--- src/core/dsi_pkg.sv ---
// Constants for the dual-channel serial interrupt daisy chain block.
// Assumes a single system clock and a synchronous active-high reset.
//
// Summary of operation
// Polling needs master enable and DMA enable cleared
// Channel B vector read always carries status
// Channel B vector status tracks live pending
// Vector read value frozen during the read
// Clearing condition clears pending, request drops
// Acknowledge sets under-service of winning source
// No-vector set floats bus during acknowledge
// Status-in-vector replaces three vector bits
// Status placed bits 1-3 or 4-6
// Status code table, MSB at V3 or V4
// Only reset-highest command or reset clears service
// Receive interrupt on character or special condition
// Transmit pending only on full-to-empty transition
// External status causes individually maskable
// No pending without enable; enables write-only
// Pending readable only channel A; service hidden
// Fixed priority A rx,tx,ext then B
// Service masks lower; acknowledge gates pending
// Master enable clear acts as priority-in low; priority-out ignores master enable
// Request only when enabled, pending, unmasked, idle
// Acknowledge: priority-out low if pending or service
// Disable-lower-chain forces priority-out low
`default_nettype none

package dsi_pkg;

	// ****************************************************************
	// Register offsets
	// ****************************************************************
	localparam logic [3:0] OFF_COMMAND_A     = 4'h0;
	localparam logic [3:0] OFF_IRQ_DMA_A     = 4'h1;
	localparam logic [3:0] OFF_VECTOR_BASE   = 4'h2;
	localparam logic [3:0] OFF_MASTER_CTRL   = 4'h3;
	localparam logic [3:0] OFF_EXT_EN_A      = 4'h4;
	localparam logic [3:0] OFF_COMMAND_B     = 4'h5;
	localparam logic [3:0] OFF_IRQ_DMA_B     = 4'h6;
	localparam logic [3:0] OFF_EXT_EN_B      = 4'h7;
	localparam logic [3:0] OFF_PRIMARY_A     = 4'h8;
	localparam logic [3:0] OFF_PRIMARY_B     = 4'h9;
	localparam logic [3:0] OFF_VECTOR_A      = 4'ha;
	localparam logic [3:0] OFF_VECTOR_B      = 4'hb;
	localparam logic [3:0] OFF_PENDING_A     = 4'hc;
	localparam logic [3:0] OFF_SPECIAL_RX_A  = 4'hd;
	localparam logic [3:0] OFF_SPECIAL_RX_B  = 4'he;

	// ****************************************************************
	// Field positions
	// ****************************************************************
	// Master control
	localparam int MC_VIS    = 0;
	localparam int MC_NV     = 1;
	localparam int MC_DLC    = 2;
	localparam int MC_MIE    = 3;
	localparam int MC_STHI   = 4;
	localparam int MC_SWRST  = 7;
	// Irq/dma mode
	localparam int ID_EXT_IE = 0;
	localparam int ID_TX_IE  = 1;
	localparam int ID_PAR_SP = 2;
	localparam int ID_RX_IE  = 3;
	localparam int ID_DMA_EN = 7;
	// Command codes
	localparam logic [7:0] CMD_RST_EXT     = 8'h10;
	localparam logic [7:0] CMD_RST_TX_IP   = 8'h28;
	localparam logic [7:0] CMD_ERR_RESET   = 8'h30;
	localparam logic [7:0] CMD_RST_HI_IUS  = 8'h38;
	// Source indices, highest priority first
	localparam int SRC_A_RX  = 0;
	localparam int SRC_A_TX  = 1;
	localparam int SRC_A_EXT = 2;
	localparam int SRC_B_RX  = 3;
	localparam int SRC_B_TX  = 4;
	localparam int SRC_B_EXT = 5;
	localparam int NUM_SRC   = 6;

	// ****************************************************************
	// Reset values and timing
	// ****************************************************************
	localparam logic [7:0] MC_RESET       = 8'hc0;
	localparam logic [7:0] EXT_EN_RESET   = 8'hf8;
	localparam int         CLK_HZ         = 20_000_000;
	localparam int         SETTLE_NS      = 250;
	localparam int         SETTLE_CYC     =
		(SETTLE_NS * (CLK_HZ / 1_000_000) + 999) / 1000;

endpackage : dsi_pkg

`default_nettype wire

--- src/core/dsi_src_cell.sv ---
// One interrupt source cell: pending and under-service bits of one source.
// Assumes the enclosing chain supplies priority and acknowledge qualifiers.
`default_nettype none

module dsi_src_cell
(
	input  wire logic sys_clk_i,   // System clock
	input  wire logic srst_i,      // Sync reset
	input  wire logic enable_i,    // Source enable
	input  wire logic set_i,       // Condition event
	input  wire logic clr_i,       // Condition removed
	input  wire logic grant_i,     // Acknowledge won
	input  wire logic svc_clr_i,   // Reset highest service
	output logic      pending_o,   // Pending bit
	output logic      service_o    // Under-service bit
);

	logic pend_r;
	logic pend_nxt;
	logic svc_r;
	logic svc_nxt;

	always_comb
	begin
		// Set wins over a same-cycle clear
		pend_nxt = pend_r;
		if (clr_i)
			pend_nxt = 1'b0;
		if (set_i && enable_i)
			pend_nxt = 1'b1;
		if (!enable_i)
			pend_nxt = 1'b0;
		svc_nxt = svc_r;
		if (svc_clr_i)
			svc_nxt = 1'b0;
		if (grant_i)
			svc_nxt = 1'b1;
	end

	always_ff @(posedge sys_clk_i)
	begin
		if (srst_i)
		begin
			pend_r <= 1'b0;
			svc_r  <= 1'b0;
		end
		else
		begin
			pend_r <= pend_nxt;
			svc_r  <= svc_nxt;
		end
	end

	assign pending_o = pend_r;
	assign service_o = svc_r;

endmodule : dsi_src_cell

`default_nettype wire

--- src/core/dsi_irq_chain.sv ---
// Interrupt daisy chain of a two-channel serial controller: six sources,
// pending and under-service tracking, request, acknowledge and vector.
// Assumes source events arrive on the system clock; priority-in and the
// acknowledge pin are asynchronous and are synchronised here.
`default_nettype none

module dsi_irq_chain
	import dsi_pkg::*;
#(
	parameter int SETTLE = dsi_pkg::SETTLE_CYC
)
(
	input  wire logic        sys_clk_i,      // System clock
	input  wire logic        srst_i,         // Sync reset
	input  wire logic [3:0]  addr_i,         // Register address
	input  wire logic [7:0]  wdata_i,        // Write data
	input  wire logic        wr_i,           // Write strobe
	input  wire logic        rd_i,           // Read strobe
	output logic      [7:0]  rdata_o,        // Read data
	input  wire logic [1:0]  rx_char_i,      // Char available {B,A}
	input  wire logic [1:0]  rx_special_i,   // Special condition {B,A}
	input  wire logic [1:0]  rx_parity_i,    // Parity error {B,A}
	input  wire logic [1:0]  rx_pop_i,       // Char removed {B,A}
	input  wire logic [1:0]  tx_empty_i,     // Tx buffer empty {B,A}
	input  wire logic [1:0]  tx_load_i,      // Tx char written {B,A}
	input  wire logic [5:0]  ext_stat_a_i,   // Ext status causes A
	input  wire logic [5:0]  ext_stat_b_i,   // Ext status causes B
	input  wire logic        priority_in_i,  // Chain priority in pin
	input  wire logic        irq_acknowledge_n_i, // Acknowledge pin
	output logic             priority_out_o, // Chain priority out
	output logic             irq_req_o,      // Request pin output
	output logic             irq_req_oe_n_o, // Low while pulling low
	output logic      [7:0]  ack_data_o,     // Acknowledge vector
	output logic             ack_data_oe_n_o,// Low while driving vector
	output logic      [1:0]  error_reset_o   // Error reset pulse {B,A}
);

	if (SETTLE < 1 || SETTLE > 256)
		$error("SETTLE must be 1 to 256 cycles");

	// ****************************************************************
	// Pin synchronisers
	// ****************************************************************
	logic [2:0] pin_r;
	logic [2:0] pin_nxt;
	logic [2:0] ack_r;
	logic [2:0] ack_nxt;
	logic       pin_ok_r;
	logic       pin_ok_nxt;
	logic       ack_on_r;
	logic       ack_on_nxt;

	always_comb
	begin
		pin_nxt    = {pin_r[1:0], priority_in_i};
		ack_nxt    = {ack_r[1:0], ~irq_acknowledge_n_i};
		pin_ok_nxt = (pin_r[1] == pin_r[2]) ? pin_r[2] : pin_ok_r;
		ack_on_nxt = (ack_r[1] == ack_r[2]) ? ack_r[2] : ack_on_r;
	end

	always_ff @(posedge sys_clk_i)
	begin
		if (srst_i)
		begin
			pin_r    <= 3'h0;
			ack_r    <= 3'h0;
			pin_ok_r <= 1'b0;
			ack_on_r <= 1'b0;
		end
		else
		begin
			pin_r    <= pin_nxt;
			ack_r    <= ack_nxt;
			pin_ok_r <= pin_ok_nxt;
			ack_on_r <= ack_on_nxt;
		end
	end

	// ****************************************************************
	// Control registers
	// ****************************************************************
	logic [7:0] mc_r,   mc_nxt;
	logic [7:0] vbase_r, vbase_nxt;
	logic [7:0] mode_a_r, mode_a_nxt;
	logic [7:0] mode_b_r, mode_b_nxt;
	logic [7:0] exten_a_r, exten_a_nxt;
	logic [7:0] exten_b_r, exten_b_nxt;
	logic       sw_rst_r, sw_rst_nxt;
	logic       rst;

	assign rst = srst_i | sw_rst_r;

	always_comb
	begin
		mc_nxt      = mc_r;
		vbase_nxt   = vbase_r;
		mode_a_nxt  = mode_a_r;
		mode_b_nxt  = mode_b_r;
		exten_a_nxt = exten_a_r;
		exten_b_nxt = exten_b_r;
		sw_rst_nxt  = 1'b0;
		if (wr_i)
		begin
			case (addr_i)
				OFF_MASTER_CTRL:
				begin
					mc_nxt = {1'b0, wdata_i[6:0]};
					sw_rst_nxt = wdata_i[MC_SWRST];
				end
				OFF_VECTOR_BASE: vbase_nxt   = wdata_i;
				OFF_IRQ_DMA_A:   mode_a_nxt  = wdata_i;
				OFF_IRQ_DMA_B:   mode_b_nxt  = wdata_i;
				OFF_EXT_EN_A:    exten_a_nxt = wdata_i;
				OFF_EXT_EN_B:    exten_b_nxt = wdata_i;
				default:         mc_nxt      = mc_r;
			endcase
		end
	end

	always_ff @(posedge sys_clk_i)
	begin
		if (srst_i)
		begin
			mc_r      <= MC_RESET;
			vbase_r   <= 8'h00;
			sw_rst_r  <= 1'b0;
		end
		else
		begin
			mc_r      <= mc_nxt;
			vbase_r   <= vbase_nxt;
			sw_rst_r  <= sw_rst_nxt;
		end
		if (rst)
		begin
			mode_a_r  <= 8'h00;
			mode_b_r  <= 8'h00;
			exten_a_r <= EXT_EN_RESET;
			exten_b_r <= EXT_EN_RESET;
		end
		else
		begin
			mode_a_r  <= mode_a_nxt;
			mode_b_r  <= mode_b_nxt;
			exten_a_r <= exten_a_nxt;
			exten_b_r <= exten_b_nxt;
		end
	end

	// ****************************************************************
	// Source events
	// ****************************************************************
	logic [NUM_SRC-1:0] src_en, src_set, src_clr;
	logic [1:0]         tx_full_r, tx_full_nxt;
	logic [5:0]         ext_prev_a_r, ext_prev_b_r;
	logic [1:0]         spec_r, spec_nxt;
	logic [1:0]         cmd_hit;
	logic [1:0]         rx_spec;

	always_comb
	begin
		cmd_hit[0] = wr_i && (addr_i == OFF_COMMAND_A);
		cmd_hit[1] = wr_i && (addr_i == OFF_COMMAND_B);
		rx_spec    = rx_special_i | (rx_parity_i
			& {mode_b_r[ID_PAR_SP], mode_a_r[ID_PAR_SP]});
		spec_nxt = spec_r | rx_spec;
		for (int c = 0; c < 2; c++)
			if (cmd_hit[c] && wdata_i == CMD_ERR_RESET && !rx_spec[c])
				spec_nxt[c] = 1'b0;
		// Transmit buffer full tracking, pend on full to empty only
		tx_full_nxt = (tx_full_r | tx_load_i) & ~tx_empty_i;
		// Master enable gates the chain only, so polling still sees pending
		src_en = {mode_b_r[ID_EXT_IE], mode_b_r[ID_TX_IE],
			mode_b_r[ID_RX_IE], mode_a_r[ID_EXT_IE], mode_a_r[ID_TX_IE],
			mode_a_r[ID_RX_IE]};
		src_set[SRC_A_RX]  = rx_char_i[0] | rx_spec[0];
		src_set[SRC_B_RX]  = rx_char_i[1] | rx_spec[1];
		src_set[SRC_A_TX]  = tx_full_r[0] & tx_empty_i[0];
		src_set[SRC_B_TX]  = tx_full_r[1] & tx_empty_i[1];
		src_set[SRC_A_EXT] = |((ext_stat_a_i ^ ext_prev_a_r)
			& exten_a_r[7:2]);
		src_set[SRC_B_EXT] = |((ext_stat_b_i ^ ext_prev_b_r)
			& exten_b_r[7:2]);
		src_clr[SRC_A_RX]  = rx_pop_i[0] & ~spec_r[0];
		src_clr[SRC_B_RX]  = rx_pop_i[1] & ~spec_r[1];
		src_clr[SRC_A_TX]  = tx_load_i[0] |
			(cmd_hit[0] && wdata_i == CMD_RST_TX_IP);
		src_clr[SRC_B_TX]  = tx_load_i[1] |
			(cmd_hit[1] && wdata_i == CMD_RST_TX_IP);
		src_clr[SRC_A_EXT] = cmd_hit[0] && wdata_i == CMD_RST_EXT;
		src_clr[SRC_B_EXT] = cmd_hit[1] && wdata_i == CMD_RST_EXT;
	end

	always_ff @(posedge sys_clk_i)
	begin
		if (rst)
		begin
			tx_full_r    <= 2'h0;
			spec_r       <= 2'h0;
			ext_prev_a_r <= 6'h00;
			ext_prev_b_r <= 6'h00;
		end
		else
		begin
			tx_full_r    <= tx_full_nxt;
			spec_r       <= spec_nxt;
			ext_prev_a_r <= ext_stat_a_i;
			ext_prev_b_r <= ext_stat_b_i;
		end
	end

	// ****************************************************************
	// Source cells and internal chain
	// ****************************************************************
	logic [NUM_SRC-1:0] pend, svc, grant, svc_clr;
	logic [NUM_SRC:0]   chain;    // chain[i] high: nothing above masks i
	logic [NUM_SRC:0]   svc_above; // Some service bit above i
	logic               chain_in;
	logic               rst_ius;

	// Master enable low acts as a low priority-in
	assign chain_in = pin_ok_r & mc_r[MC_MIE];
	assign rst_ius  = (cmd_hit[0] | cmd_hit[1]) &&
		wdata_i == CMD_RST_HI_IUS;

	for (genvar i = 0; i < NUM_SRC; i++)
	begin : g_src
		// Fixed order: index 0 highest
		assign chain[i+1] = chain[i] & ~svc[i]
			& ~(ack_on_r & pend[i]);
		assign svc_above[i+1] = svc_above[i] | svc[i];
		assign svc_clr[i] = rst_ius & svc[i] & ~svc_above[i];
		dsi_src_cell u_cell
		(
			.sys_clk_i (sys_clk_i),
			.srst_i    (rst),
			.enable_i  (src_en[i]),
			.set_i     (src_set[i]),
			.clr_i     (src_clr[i]),
			.grant_i   (grant[i]),
			.svc_clr_i (svc_clr[i]),
			.pending_o (pend[i]),
			.service_o (svc[i])
		);
	end
	assign chain[0] = chain_in;
	assign svc_above[0] = 1'b0;

	// ****************************************************************
	// Acknowledge sequencing
	// ****************************************************************
	typedef enum logic [1:0] {ACK_IDLE, ACK_SETTLE, ACK_DONE} dsi_ack_e;
	dsi_ack_e           ack_st_r, ack_st_nxt;
	logic [7:0]         settle_r, settle_nxt;
	logic [NUM_SRC-1:0] win;

	always_comb
	begin
		for (int k = 0; k < NUM_SRC; k++)
			win[k] = chain[k] & pend[k] & ~svc[k] & src_en[k];
		grant      = '0;
		ack_st_nxt = ack_st_r;
		settle_nxt = settle_r;
		case (ack_st_r)
			ACK_IDLE:
				if (ack_on_r)
				begin
					ack_st_nxt = ACK_SETTLE;
					settle_nxt = 8'(SETTLE - 1);
				end
			ACK_SETTLE:
				if (!ack_on_r)
					ack_st_nxt = ACK_IDLE;
				else if (settle_r == 8'h00)
				begin
					grant      = win;
					ack_st_nxt = ACK_DONE;
				end
				else
					settle_nxt = settle_r - 8'h01;
			ACK_DONE:
				if (!ack_on_r)
					ack_st_nxt = ACK_IDLE;
			default: ack_st_nxt = ACK_IDLE;
		endcase
	end

	always_ff @(posedge sys_clk_i)
	begin
		if (rst)
		begin
			ack_st_r <= ACK_IDLE;
			settle_r <= 8'h00;
		end
		else
		begin
			ack_st_r <= ack_st_nxt;
			settle_r <= settle_nxt;
		end
	end

	// ****************************************************************
	// Vector encoding, outputs and read mux
	// ****************************************************************
	logic [2:0] code;
	logic [7:0] vec_stat, vec_ack, rdata_nxt;
	logic       req_nxt, pout_nxt, vdrv_nxt;
	logic [NUM_SRC-1:0] top;

	always_comb
	begin
		top  = pend | svc;
		code = 3'h0;
		for (int k = NUM_SRC - 1; k >= 0; k--)
			if (top[k])
				case (k)
					SRC_A_RX:  code = spec_r[0] ? 3'h7 : 3'h6;
					SRC_A_TX:  code = 3'h4;
					SRC_A_EXT: code = 3'h5;
					SRC_B_RX:  code = spec_r[1] ? 3'h3 : 3'h2;
					SRC_B_TX:  code = 3'h0;
					default:   code = 3'h1;
				endcase
		vec_stat = vbase_r;
		if (mc_r[MC_STHI])
			vec_stat[6:4] = {code[0], code[1], code[2]};
		else
			vec_stat[3:1] = code;
		vec_ack  = mc_r[MC_VIS] ? vec_stat : vbase_r;
		vdrv_nxt = ack_on_r && ack_st_r == ACK_DONE
			&& !mc_r[MC_NV];
		req_nxt  = |(pend & src_en & {chain[NUM_SRC-1:0]})
			&& !ack_on_r;
		pout_nxt = ack_on_r ? (pin_ok_r & ~(|(pend | svc)))
			: (pin_ok_r & ~(|svc));
		if (mc_r[MC_DLC])
			pout_nxt = 1'b0;
		rdata_nxt = 8'h00;
		if (rd_i)
			case (addr_i)
				OFF_VECTOR_B:  rdata_nxt = vec_stat;
				OFF_VECTOR_A:  rdata_nxt = vbase_r;
				OFF_PENDING_A: rdata_nxt = {2'b00, pend[0], pend[1],
					pend[2], pend[3], pend[4], pend[5]};
				OFF_PRIMARY_A: rdata_nxt = {2'b00, ext_stat_a_i[5:3],
					~tx_full_r[0], 1'b0, rx_char_i[0]};
				OFF_PRIMARY_B: rdata_nxt = {2'b00, ext_stat_b_i[5:3],
					~tx_full_r[1], 1'b0, rx_char_i[1]};
				OFF_SPECIAL_RX_A: rdata_nxt = {7'h00, spec_r[0]};
				OFF_SPECIAL_RX_B: rdata_nxt = {7'h00, spec_r[1]};
				default:       rdata_nxt = 8'h00;
			endcase
	end

	always_ff @(posedge sys_clk_i)
	begin
		if (srst_i)
		begin
			rdata_o         <= 8'h00;
			irq_req_o       <= 1'b0;
			irq_req_oe_n_o  <= 1'b1;
			priority_out_o  <= 1'b0;
			ack_data_o      <= 8'h00;
			ack_data_oe_n_o <= 1'b1;
			error_reset_o   <= 2'h0;
		end
		else
		begin
			rdata_o         <= rdata_nxt;
			irq_req_o       <= 1'b0;
			irq_req_oe_n_o  <= ~req_nxt;
			priority_out_o  <= pout_nxt;
			ack_data_o      <= vec_ack;
			ack_data_oe_n_o <= ~vdrv_nxt;
			error_reset_o   <= {cmd_hit[1] && wdata_i == CMD_ERR_RESET,
				cmd_hit[0] && wdata_i == CMD_ERR_RESET};
		end
	end

endmodule : dsi_irq_chain

`default_nettype wire

--- config.mk ---
export PLATFORM = sky130hd
export DESIGN_NAME = dsi_irq_chain
export DESIGN_NICKNAME = d
export VERILOG_FILES = /design/src/core/dsi_pkg.sv /design/src/core/dsi_src_cell.sv /design/src/core/dsi_irq_chain.sv
export SDC_FILE = /design/constraint.sdc
export NUM_CORES = 1
export LEC_CHECK = 0
export BUFFER_PORTS_ARGS = -buffer_cell sky130_fd_sc_hd__clkbuf_2
export CAP_MARGIN = 20
export CORE_ASPECT_RATIO = 1.1
export CORE_MARGIN = 4
export CORE_UTILIZATION = 45
export CTS_BUF_LIST = sky130_fd_sc_hd__clkbuf_4 sky130_fd_sc_hd__clkbuf_8
export CTS_CLUSTER_DIAMETER = 40
export DETAILED_ROUTE_END_ITERATION = 7
export PLACE_DENSITY = 0.68
export SLEW_MARGIN = 30
export SYNTH_ARGS = -nofsm -noshare
export SYNTH_HDL_FRONTEND = slang
export SYNTH_SLANG_ARGS = --single-unit
--- constraint.sdc ---
create_clock -name sys_clk_i -period 3.65 [get_ports sys_clk_i]
set_clock_uncertainty 0.15 [all_clocks]
set_input_delay 0.365 -clock sys_clk_i [delete_from_list [all_inputs] [get_ports sys_clk_i]]
set_output_delay 0.365 -clock sys_clk_i [all_outputs]
set_load 0.05 [all_outputs]
==> Word level (Yosys, flattened, before mapping) <==
Index checks and enable logic that the tools add are counted.
{ "totals": {"regBits": 105, "word_cells": 284} }
{ "classes": {"n_addsub": 1, "n_eq_ne": 27, "muxes": 49, "bitwise_logic": 107, "reduce_logical": 64} }
{ "ops": {"columns": ["operator", "count"], "rows": [
  ["$pmux W8 S7", 1],
  ["$and A1 B1 Y1", 51],
  ["$not A1 Y1", 33],
  ["$reduce_or A6 Y1", 5],
  ["$eq A4 B4 Y1 const B", 7],
  ["$mux W1", 28],
  ["$reduce_bool A2 Y1", 13],
  ["$and A6 B6 Y6", 4],
  ["$eq A8 B6 Y1 const B", 3],
  ["$mux W8", 3],
  ["$mux W3", 7],
  ["$logic_and A1 B1 Y1", 20],
  ["$reduce_or A2 Y1", 10],
  ["$mux W6", 3],
  ["$eq A4 B3 Y1 const B", 4],
  ["$pmux W8 S2", 1],
  ["$reduce_and A2 Y1", 6],
  ["$xor A6 B6 Y6", 2],
  ["$or A1 B1 Y1", 10],
  ["$eq A4 B2 Y1 const B", 2],
  ["$eq A8 B5 Y1 const B", 1],
  ["$logic_not A8 Y1", 1],
  ["$mux W2", 4],
  ["$ne A2 B2 Y1 const B", 4],
  ["18 further kinds", 25]
]} }

==> Longest topological paths before layout <==
Gate-level depths: netlist (run 1).
{ "logic_depth": {"word_depth": 18, "depth_mapped": 7, "ltp_nobuf": 7} }

==> Modules after synthesis <==
A second synthesis (run 1) with hierarchy kept.
{ "hier_totals": {"cells_unflattened": 502, "hier_area_um2": 4485.6} }
{ "by_module_without_submodules": {"columns": ["module", "n_inst", "cells_each", "area_each_um2", "seq_area_each_um2"], "rows": [
  ["dsi_irq_chain", 1, 460, 4042.6, 1781.7],
  ["dsi_src_cell", 6, 7, 73.8, 40.0]
]} }

==> Worst setup path before layout (run 1) <==
No wires, ideal clock.
{ "synth_path": {"kind": "register to register", "start": "register settle_r[0]", "end": "register g_src[1].u_cell.svc_r", "setup_ps": 70, "arrival_time_ps": 1831, "required_time_ps": 3430, "setup_slack_ps": 1599, "path_stages_with_launch": 8, "path_buffers": 0, "synth_period_minus_slack_ps": 2051, "path_cell_list": "dfxtp_1 -> inv_1 -> ha_1 -> or4b_4 -> nor3_4 -> nand4_1 -> or3_1 -> a21oi_1"} }
{ "synth_via": {"elab_chain_len": 5} }
{ "synth_rtl": {"columns": ["element", "line", "rtl"], "rows": [
  ["from (decl)", "dsi_irq_chain.sv:254", "logic [7:0] settle_r, settle_nxt;"],
  ["from (signal assigned)", "dsi_irq_chain.sv:298", "settle_r <= settle_nxt;"],
  ["$logic_not A8 Y1 *", "dsi_irq_chain.sv:274", "else if (settle_r == 8'h00)"],
  ["$mux W6 *", "dsi_irq_chain.sv:274", null],
  ["$mux W6 *", "dsi_irq_chain.sv:272", "if (!ack_on_r)"],
  ["$mux W6 *", "dsi_irq_chain.sv:264", "case (ack_st_r)"],
  ["$mux W1 or $reduce_bool A2 Y1 (tied branches)", null, null],
  ["to (signal assigned)", "dsi_src_cell.sv:50", "svc_r <= svc_nxt;"],
  ["to (decl)", "dsi_src_cell.sv:20", "logic svc_r;"]
]} }
Mark *: on every way between the ends. The rest lies on a longest branch, timed or not.
A chain may end at the register's enable or synchronous reset.

==> Worst setup path in the final report (run 1) <==
{ "layout_path": {"start": "register settle_r[0]", "end": "register g_src[2].u_cell.svc_r"} }
{ "layout_via": {"elab_chain_len": 5} }
{ "layout_rtl": {"columns": ["element", "line"], "rows": [
  ["$logic_not A8 Y1 *", "dsi_irq_chain.sv:274"],
  ["$mux W6 *", "dsi_irq_chain.sv:274"],
  ["$mux W6 *", "dsi_irq_chain.sv:272"],
  ["$mux W6 *", "dsi_irq_chain.sv:264"],
  ["$mux W1 or $reduce_bool A2 Y1 (tied branches)", null],
  ["to (signal assigned)", "dsi_src_cell.sv:50"],
  ["to (decl)", "dsi_src_cell.sv:20"]
]} }
Marked as above.

==> impl_results.md, run 1 <==
- Setup ws final: 1400 ps
- Worst-path clk slew: 90 ps
- CP Capture Type: flip-flop
- Pwr Total: 2130 uW
- Reg-to-reg endpoint: g_src[2].u_cell.service_o
- Min-Delay Endpoint: tx_full_r[0]
- Final hold violations: 0
- Synth Area per Inst: 8.82 um2
- # rows: 37
- Multiplexer area fraction after synthesis: 0.0606
- Crit path launch type: flip-flop
- Signal arrival time at the worst endpoint: 2390 ps
- RePlAce Congestion: 0.895
- Synthesized net count: 532
- Die height: 111 um
- Antenna violations before repair: 0
- Top FF cell, synth: dfxtp_1
- FFs w/ async S/R, synth: 0
- Cell variety after synth: 55
- Upper clock frequency limit: 445 MHz
- CTS tree: yes
- Hold Crit Start: tx_empty_i[0]
- Area growth syn-to-layout: 14.0%
- H-tree depth: 3
- Max-slew violations: 0
- First-pass GRT wire length: 17600 um
- Core ar.: 9350 um2
- Max Cap Viol: 0
- Drt drc: 0
- Post-CTS Hold Buffers: 1
- Post-Synthesis Cells: 489
- Initial Utilization: 0.461
- Clock net sink count: 101
- Vias in the first global route: 3543
- Final wirelength: 10700 um
- Skew-Pair Late Insertion Delay: 360 ps
- Post-Syn Area: 4310 um2
- Compound-Gate Fraction of Synth Area: 0.149
- Synth Area in Adders: 0.00290
- Crit-path max FO: 6
- Worst Path Required: 3800 ps
- Max clock buf depth: 2
- TritonRoute pass-1 iters: 4
- Status: complete, no violations
- Die area: 11200 um2
- Hold Path Cell Cnt: 2
- Post-synthesis simple-gate area fraction: 0.247
- R2r setup slk: 1400 ps
- Inst Count DP: 644
- Antenna Cells: 0
- Largest net degree at the start of global routing: 39
- Number of setup violations in the final report: 0
- Static leakage: 0.00181 uW
- Overflow after GRT: 0
- Synth Area in XOR/XNOR: 0.0345
- Vias per cell: 5.69
- First DRT Iteration DRCs: 190
- Final #Nets: 582
- Final worst-path cycle share: 0.616
- Die Wd: 101 um
- Setup CP Type: reg -> reg
- Post-DP HPWL: 7850 um
- Main combinational cell family by area after synthesis: simple AND/OR/NAND/NOR gates
- Wirelength per Cell: 16.3 um
- Hold WS: 32.7 ps
- Yosys reg bits: 101
- Pre-CTS setup slack: 1360 ps
- Root buf cell: clkbuf_8
- Post-CTS Setup Inserts: 0
- Relative slew slack: 0.489
- DRT antenna net count: 0
- Vias post-DR: 3753
- Post-CTS sizing: 0
- Worst slew pin tran: 762 ps
- I/O Buffers: 62
- Reg2reg start: settle_r[0]
- Num ports: 64
- Inserted Clock Buffers: 9
- Post-synthesis sequential area ratio: 0.469
- Setup TNS: 0 ps
- Synth warn: 0
- Worst vdd ir: 0.257 mV
- RSZ-0062 raised after global routing: no
- Layout cells sized above 1: 0.168
- Cells on worst reg2reg path: 7
- Power density cells: 433 nW/um2
- GR Util All Layers: 0.195
- Fin cells: 660
- Number of flops mapped to enable cells by yosys: 0
- Post-layout min period: 2250 ps
- Worst hold path class: in -> reg
-- cell families after synthesis --
logic type	Yosys count
AOI/OAI and AO/OA	101
xor gates and xnor gates	17
adders and majority gates	1
buffers and inverters	35
DFF	101
muxes	26
other	1
and+or+nand+nor	207
-- Yosys cell counts (all sizes together) (2+ instances only) --
cell type / number / area (um2)
o211ai: 2 / 15.0
xnor2: 3 / 26.3
o311ai: 2 / 17.5
nor3b: 2 / 25.0
nor4b: 2 / 17.5
xor2: 14 / 123
o31ai: 7 / 66.3
nor3: 13 / 86.3
dfxtp: 101 / 2020
nand3b: 5 / 37.5
clkbuf: 21 / 88.8
a21oi: 43 / 215
o21ai: 12 / 60.1
a211oi: 6 / 45.0
nand2b: 8 / 50.1
o22ai: 3 / 18.8
nand4b: 2 / 17.5
or3: 6 / 37.5
a21boi: 2 / 15.0
buf: 6 / 36.3
a221oi: 3 / 26.3
nor4: 7 / 43.8
nand2: 52 / 195
a22o: 2 / 17.5
nand3: 21 / 105
a31oi: 6 / 37.5
nor2b: 14 / 87.6
mux2i: 25 / 250
or2: 2 / 12.5
nand4: 4 / 25.0
nor2: 49 / 184
and2: 14 / 87.6
or4: 3 / 22.5
a311oi: 4 / 35.0
a22oi: 4 / 30.0
inv: 8 / 30.0
-- registers in the layout, indices dropped and copies added, names as in the netlist, 5 cells and up --
signal / count
ack_data_o: 8
rdata_o: 8
settle_r: 8
vbase_r: 8
ext_prev_a_r: 6
ext_prev_b_r: 6
exten_a_r: 6
exten_b_r: 6
g_src.u_cell.pending_o: 6
g_src.u_cell.service_o: 6
mc_r: 5
-- power breakdown --
group,switching [uW],internal [uW],total [uW]
logic,98.0,58.3,156
registers,12.2,1120,1130
clock network,379,463,843
-- how the worst max path moves through the flow --
stage                startpoint                   endpoint  slack (ps)
detailed placement       srst_i                 rdata_o[6]        1360
floorplan           settle_r[0]  g_src[1].u_cell.service_o        1600
global placement         srst_i                 rdata_o[6]        1430
finish              settle_r[0]  g_src[2].u_cell.service_o        1400
CTS                 settle_r[0]  g_src[2].u_cell.service_o        1400
global route        settle_r[0]  g_src[2].u_cell.service_o        1280
-- worst max-delay path, stage by stage (launching register included) --
cell,delay [ps]
dfxtp_1,370
inv_1,70
ha_1,190
or4b_4,540
nor3_4,250
nand4_1,130
or3_1,330
a21oi_1,150
-- layout by cell type, fill, tap and decap left out, types with 6 or more instances in the layout --
cell,Yosys,routed
nand3_1,21,21
clkbuf_2,0,62
a21oi_1,43,43
o31ai_1,6,6
and2_1,14,14
or3_1,6,6
clkbuf_8,1,9
nor4_1,7,7
inv_1,8,8
dfxtp_1,101,101
nor2_1,49,48
nor2b_1,14,14
a31oi_1,6,6
mux2i_1,25,25
a211oi_1,6,6
nand2b_1,8,8
nand2_1,52,52
xor2_1,14,14
o21ai_0,12,12
nor3_1,10,10
-- through the flow --
step,utilization,instance area [um2]
2_1_floorplan,-,4310
3_3_place_gp,0.499,4670
3_5_place_dp,0.499,4670
4_1_cts,0.526,4920
5_1_grt,0.526,4920
6_report,0.526,4920
-- final cells by class --
| cell class | count | area, um2 |
|---|---|---|
| fill | 900 | 4430 |
| multi-input combinational | 353 | 2140 |
| timing repair buffer | 66 | 343 |
| tap | 117 | 146 |
| sequential | 101 | 2020 |
| inverter | 8 | 30.0 |
| clock inverter | 5 | 108 |
| clock buffer | 10 | 131 |
-- metal layers --
layer,routed length [um],up-vias,GRT usage
met5,0,-,0
met4,169,0,0.0523
met3,708,16,0.0365
met2,5220,146,0.320
met1,4630,1770,0.262
li1,-,1821,-
Note: power is estimated with default switching activity, not from simulation.
==> run 2: changes to the inputs <==
Settings changed: PLACE_DENSITY 0.68 to 0.71.
Clock period 3.65 ns to 1.9 ns, I/O delays scaled along.
==> run 2 against run 1 <==
Against the previous run: the run now ends with setup timing left; final cell count is 10% higher; power is 91% higher; combinational power is 140% higher; highest routed layer unchanged.
==> impl_results.md, run 2 (synthesis gave the netlist of run 1 again) <==
- Status: complete, but fails checks
- Failing checks: setup timing
- Worst hold path class: in -> reg
- Crit path launch type: flip-flop
- GR Util All Layers: 0.219
- Setup ws final: -78.9 ps
- Root buf cell: clkbuf_8
- Final #Nets: 649
- Layout cells sized above 1: 0.236
- Post-layout min period: 1980 ps
- Setup TNS: -493 ps
- Reg2reg start: settle_r[1]
- Upper clock frequency limit: 505 MHz
- Relative slew slack: 0.619
- Core ar.: 9350 um2
- Static leakage: 0.00213 uW
- # fillers: 845
- CTS tree: yes
- Final hold violations: 0
- Vias per cell: 5.51
- CP top delay family: simple AND/OR/NAND/NOR gates
- I/O Buffers: 62
- RePlAce Congestion: 0.891
- Setup CP Type: reg -> reg
- Area growth syn-to-layout: 28.0%
- Die height: 111 um
- Power density cells: 738 nW/um2
- Antenna violations before repair: 0
- Worst Path Buf+Inv: 1
- Max clock buf depth: 2
- Worst slew pin tran: 566 ps
- Worst Path Required: 2050 ps
- Slowest stage delay, CP: 500 ps
- DRT antenna net count: 0
- TritonRoute pass-1 iters: 5
- Worst setup path start: settle_r[1]
- Worst vdd ir: 0.391 mV
- Crit-path max FO: 3
- Max Cap Viol: 0
- Vias in the first global route: 4051
- Skew-Pair Late Insertion Delay: 370 ps
- Hold WS: 14.9 ps
- Overflow after GRT: 0
- Vias post-DR: 4012
- Worst-path clk slew: 90 ps
- Final wirelength: 11900 um
- Drt drc: 0
- Final worst-path cycle share: 1.04
- Signal arrival time at the worst endpoint: 2130 ps
- Hold Crit Start: tx_load_i[0]
- CP Capture Type: flip-flop
- Pre-CTS setup slack: -125 ps
- H-tree depth: 3
- Die Wd: 101 um
- Number of setup violations in the final report: 10
- Die area: 11200 um2
- Post-DP HPWL: 8760 um
- First-pass GRT wire length: 19700 um
- Initial Utilization: 0.461
- Most frequent cells in the layout: dfxtp_1 (99), clkbuf_2 (62), nand2_1 (52)
- Num ports: 64
- Wirelength per Cell: 16.4 um
- Most common cell after layout, fill and taps aside: dfxtp_1
- Inserted Clock Buffers: 9
- # rows: 37
- First DRT Iteration DRCs: 290
- Max-slew violations: 0
- Worst-path cell chain: inv_2, ha_4, or4b_4, nor3_4, nand4_1, or3_1, a21oi_1
- Largest net degree at the start of global routing: 34
- RSZ-0062 raised after global routing: yes
- Slowest cell on the critical path: or4b_4
- Clock net sink count: 101
-- run 2: changes by cell type in the layout (fill, tap and decap cells not counted), moves of 2 or more --
cell and change:
dlygate4sd3_1 +25, inv_2 +2, clkinvlp_4 +2, nor4_1 -2, buf_4 +41, nor4_2 +2
dfxtp_1 -2, dfxtp_2 +2, inv_1 -2
-- run 2: timing repair --
item,in CTS,in global routing
setup endpoints to repair,11,17
pin swaps,6,1
buffers inserted,1,1
gates resized for setup,1,4
hold endpoints to repair,25,0
hold buffers,26,0
-- run 2: layout make-up --
type | instances | area, um2 | share of cell area
inverter | 8 | 30.0 | 0.00544
sequential | 101 | 2020 | 0.367
antenna | 1 | 2.50 | 0.000453
multi-input combinational | 353 | 2180 | 0.395
timing repair buffer | 133 | 921 | 0.167
clock buffer | 10 | 131 | 0.0238
tap | 117 | 146 | 0.0265
clock inverter | 5 | 83.8 | 0.0152
-- run 2: path summary, 6_finish.rpt --
check | end | slack (ps) | cells past startpoint
max | g_src[1].u_cell.service_o | -80 | 7
min | g_src[1].u_cell.pending_o | 10 | 4
max reg2reg | g_src[1].u_cell.service_o | -80 | 7
min reg2reg | ack_r[1] | 300 | 1
-- run 2: report_power, final --
group / switching (uW) / internal, uW / total (uW)
Clock: 760 / 755 / 1520
Sequential: 22.9 / 2150 / 2180
Combinational: 207 / 174 / 381
Total: 990 / 3080 / 4070
-- run 2: worst reg2reg max path: stages (launching register included) --
cell	delay (ps)
dfxtp_2	340
inv_2	60
ha_4	120
or4b_4	500
nor3_4	160
nand4_1	130
or3_1	330
a21oi_1	120
-- run 2: layer usage --
| metal | up-vias | share of wire | global-route usage |
|---|---|---|---|
| met5 | - | 0 | 0 |
| met3 | 28 | 0.060 | 0.0403 |
| li1 | 1962 | - | - |
| met4 | 0 | 0.026 | 0.0771 |
| met2 | 141 | 0.49 | 0.361 |
| met1 | 1881 | 0.42 | 0.285 |
-- run 2: stage by stage --
stage / util / instances / power (uW) / cell area (um2)
6_report: 0.590 / 728 / 4070 / 5520
5_1_grt: 0.590 / 727 / 4230 / 5520
4_1_cts: 0.587 / 726 / 4100 / 5490
3_5_place_dp: 0.535 / 684 / 2560 / 5000
3_3_place_gp: 0.535 / 684 / 2560 / 5000
2_1_floorplan: - / 489 / 2410 / 4330
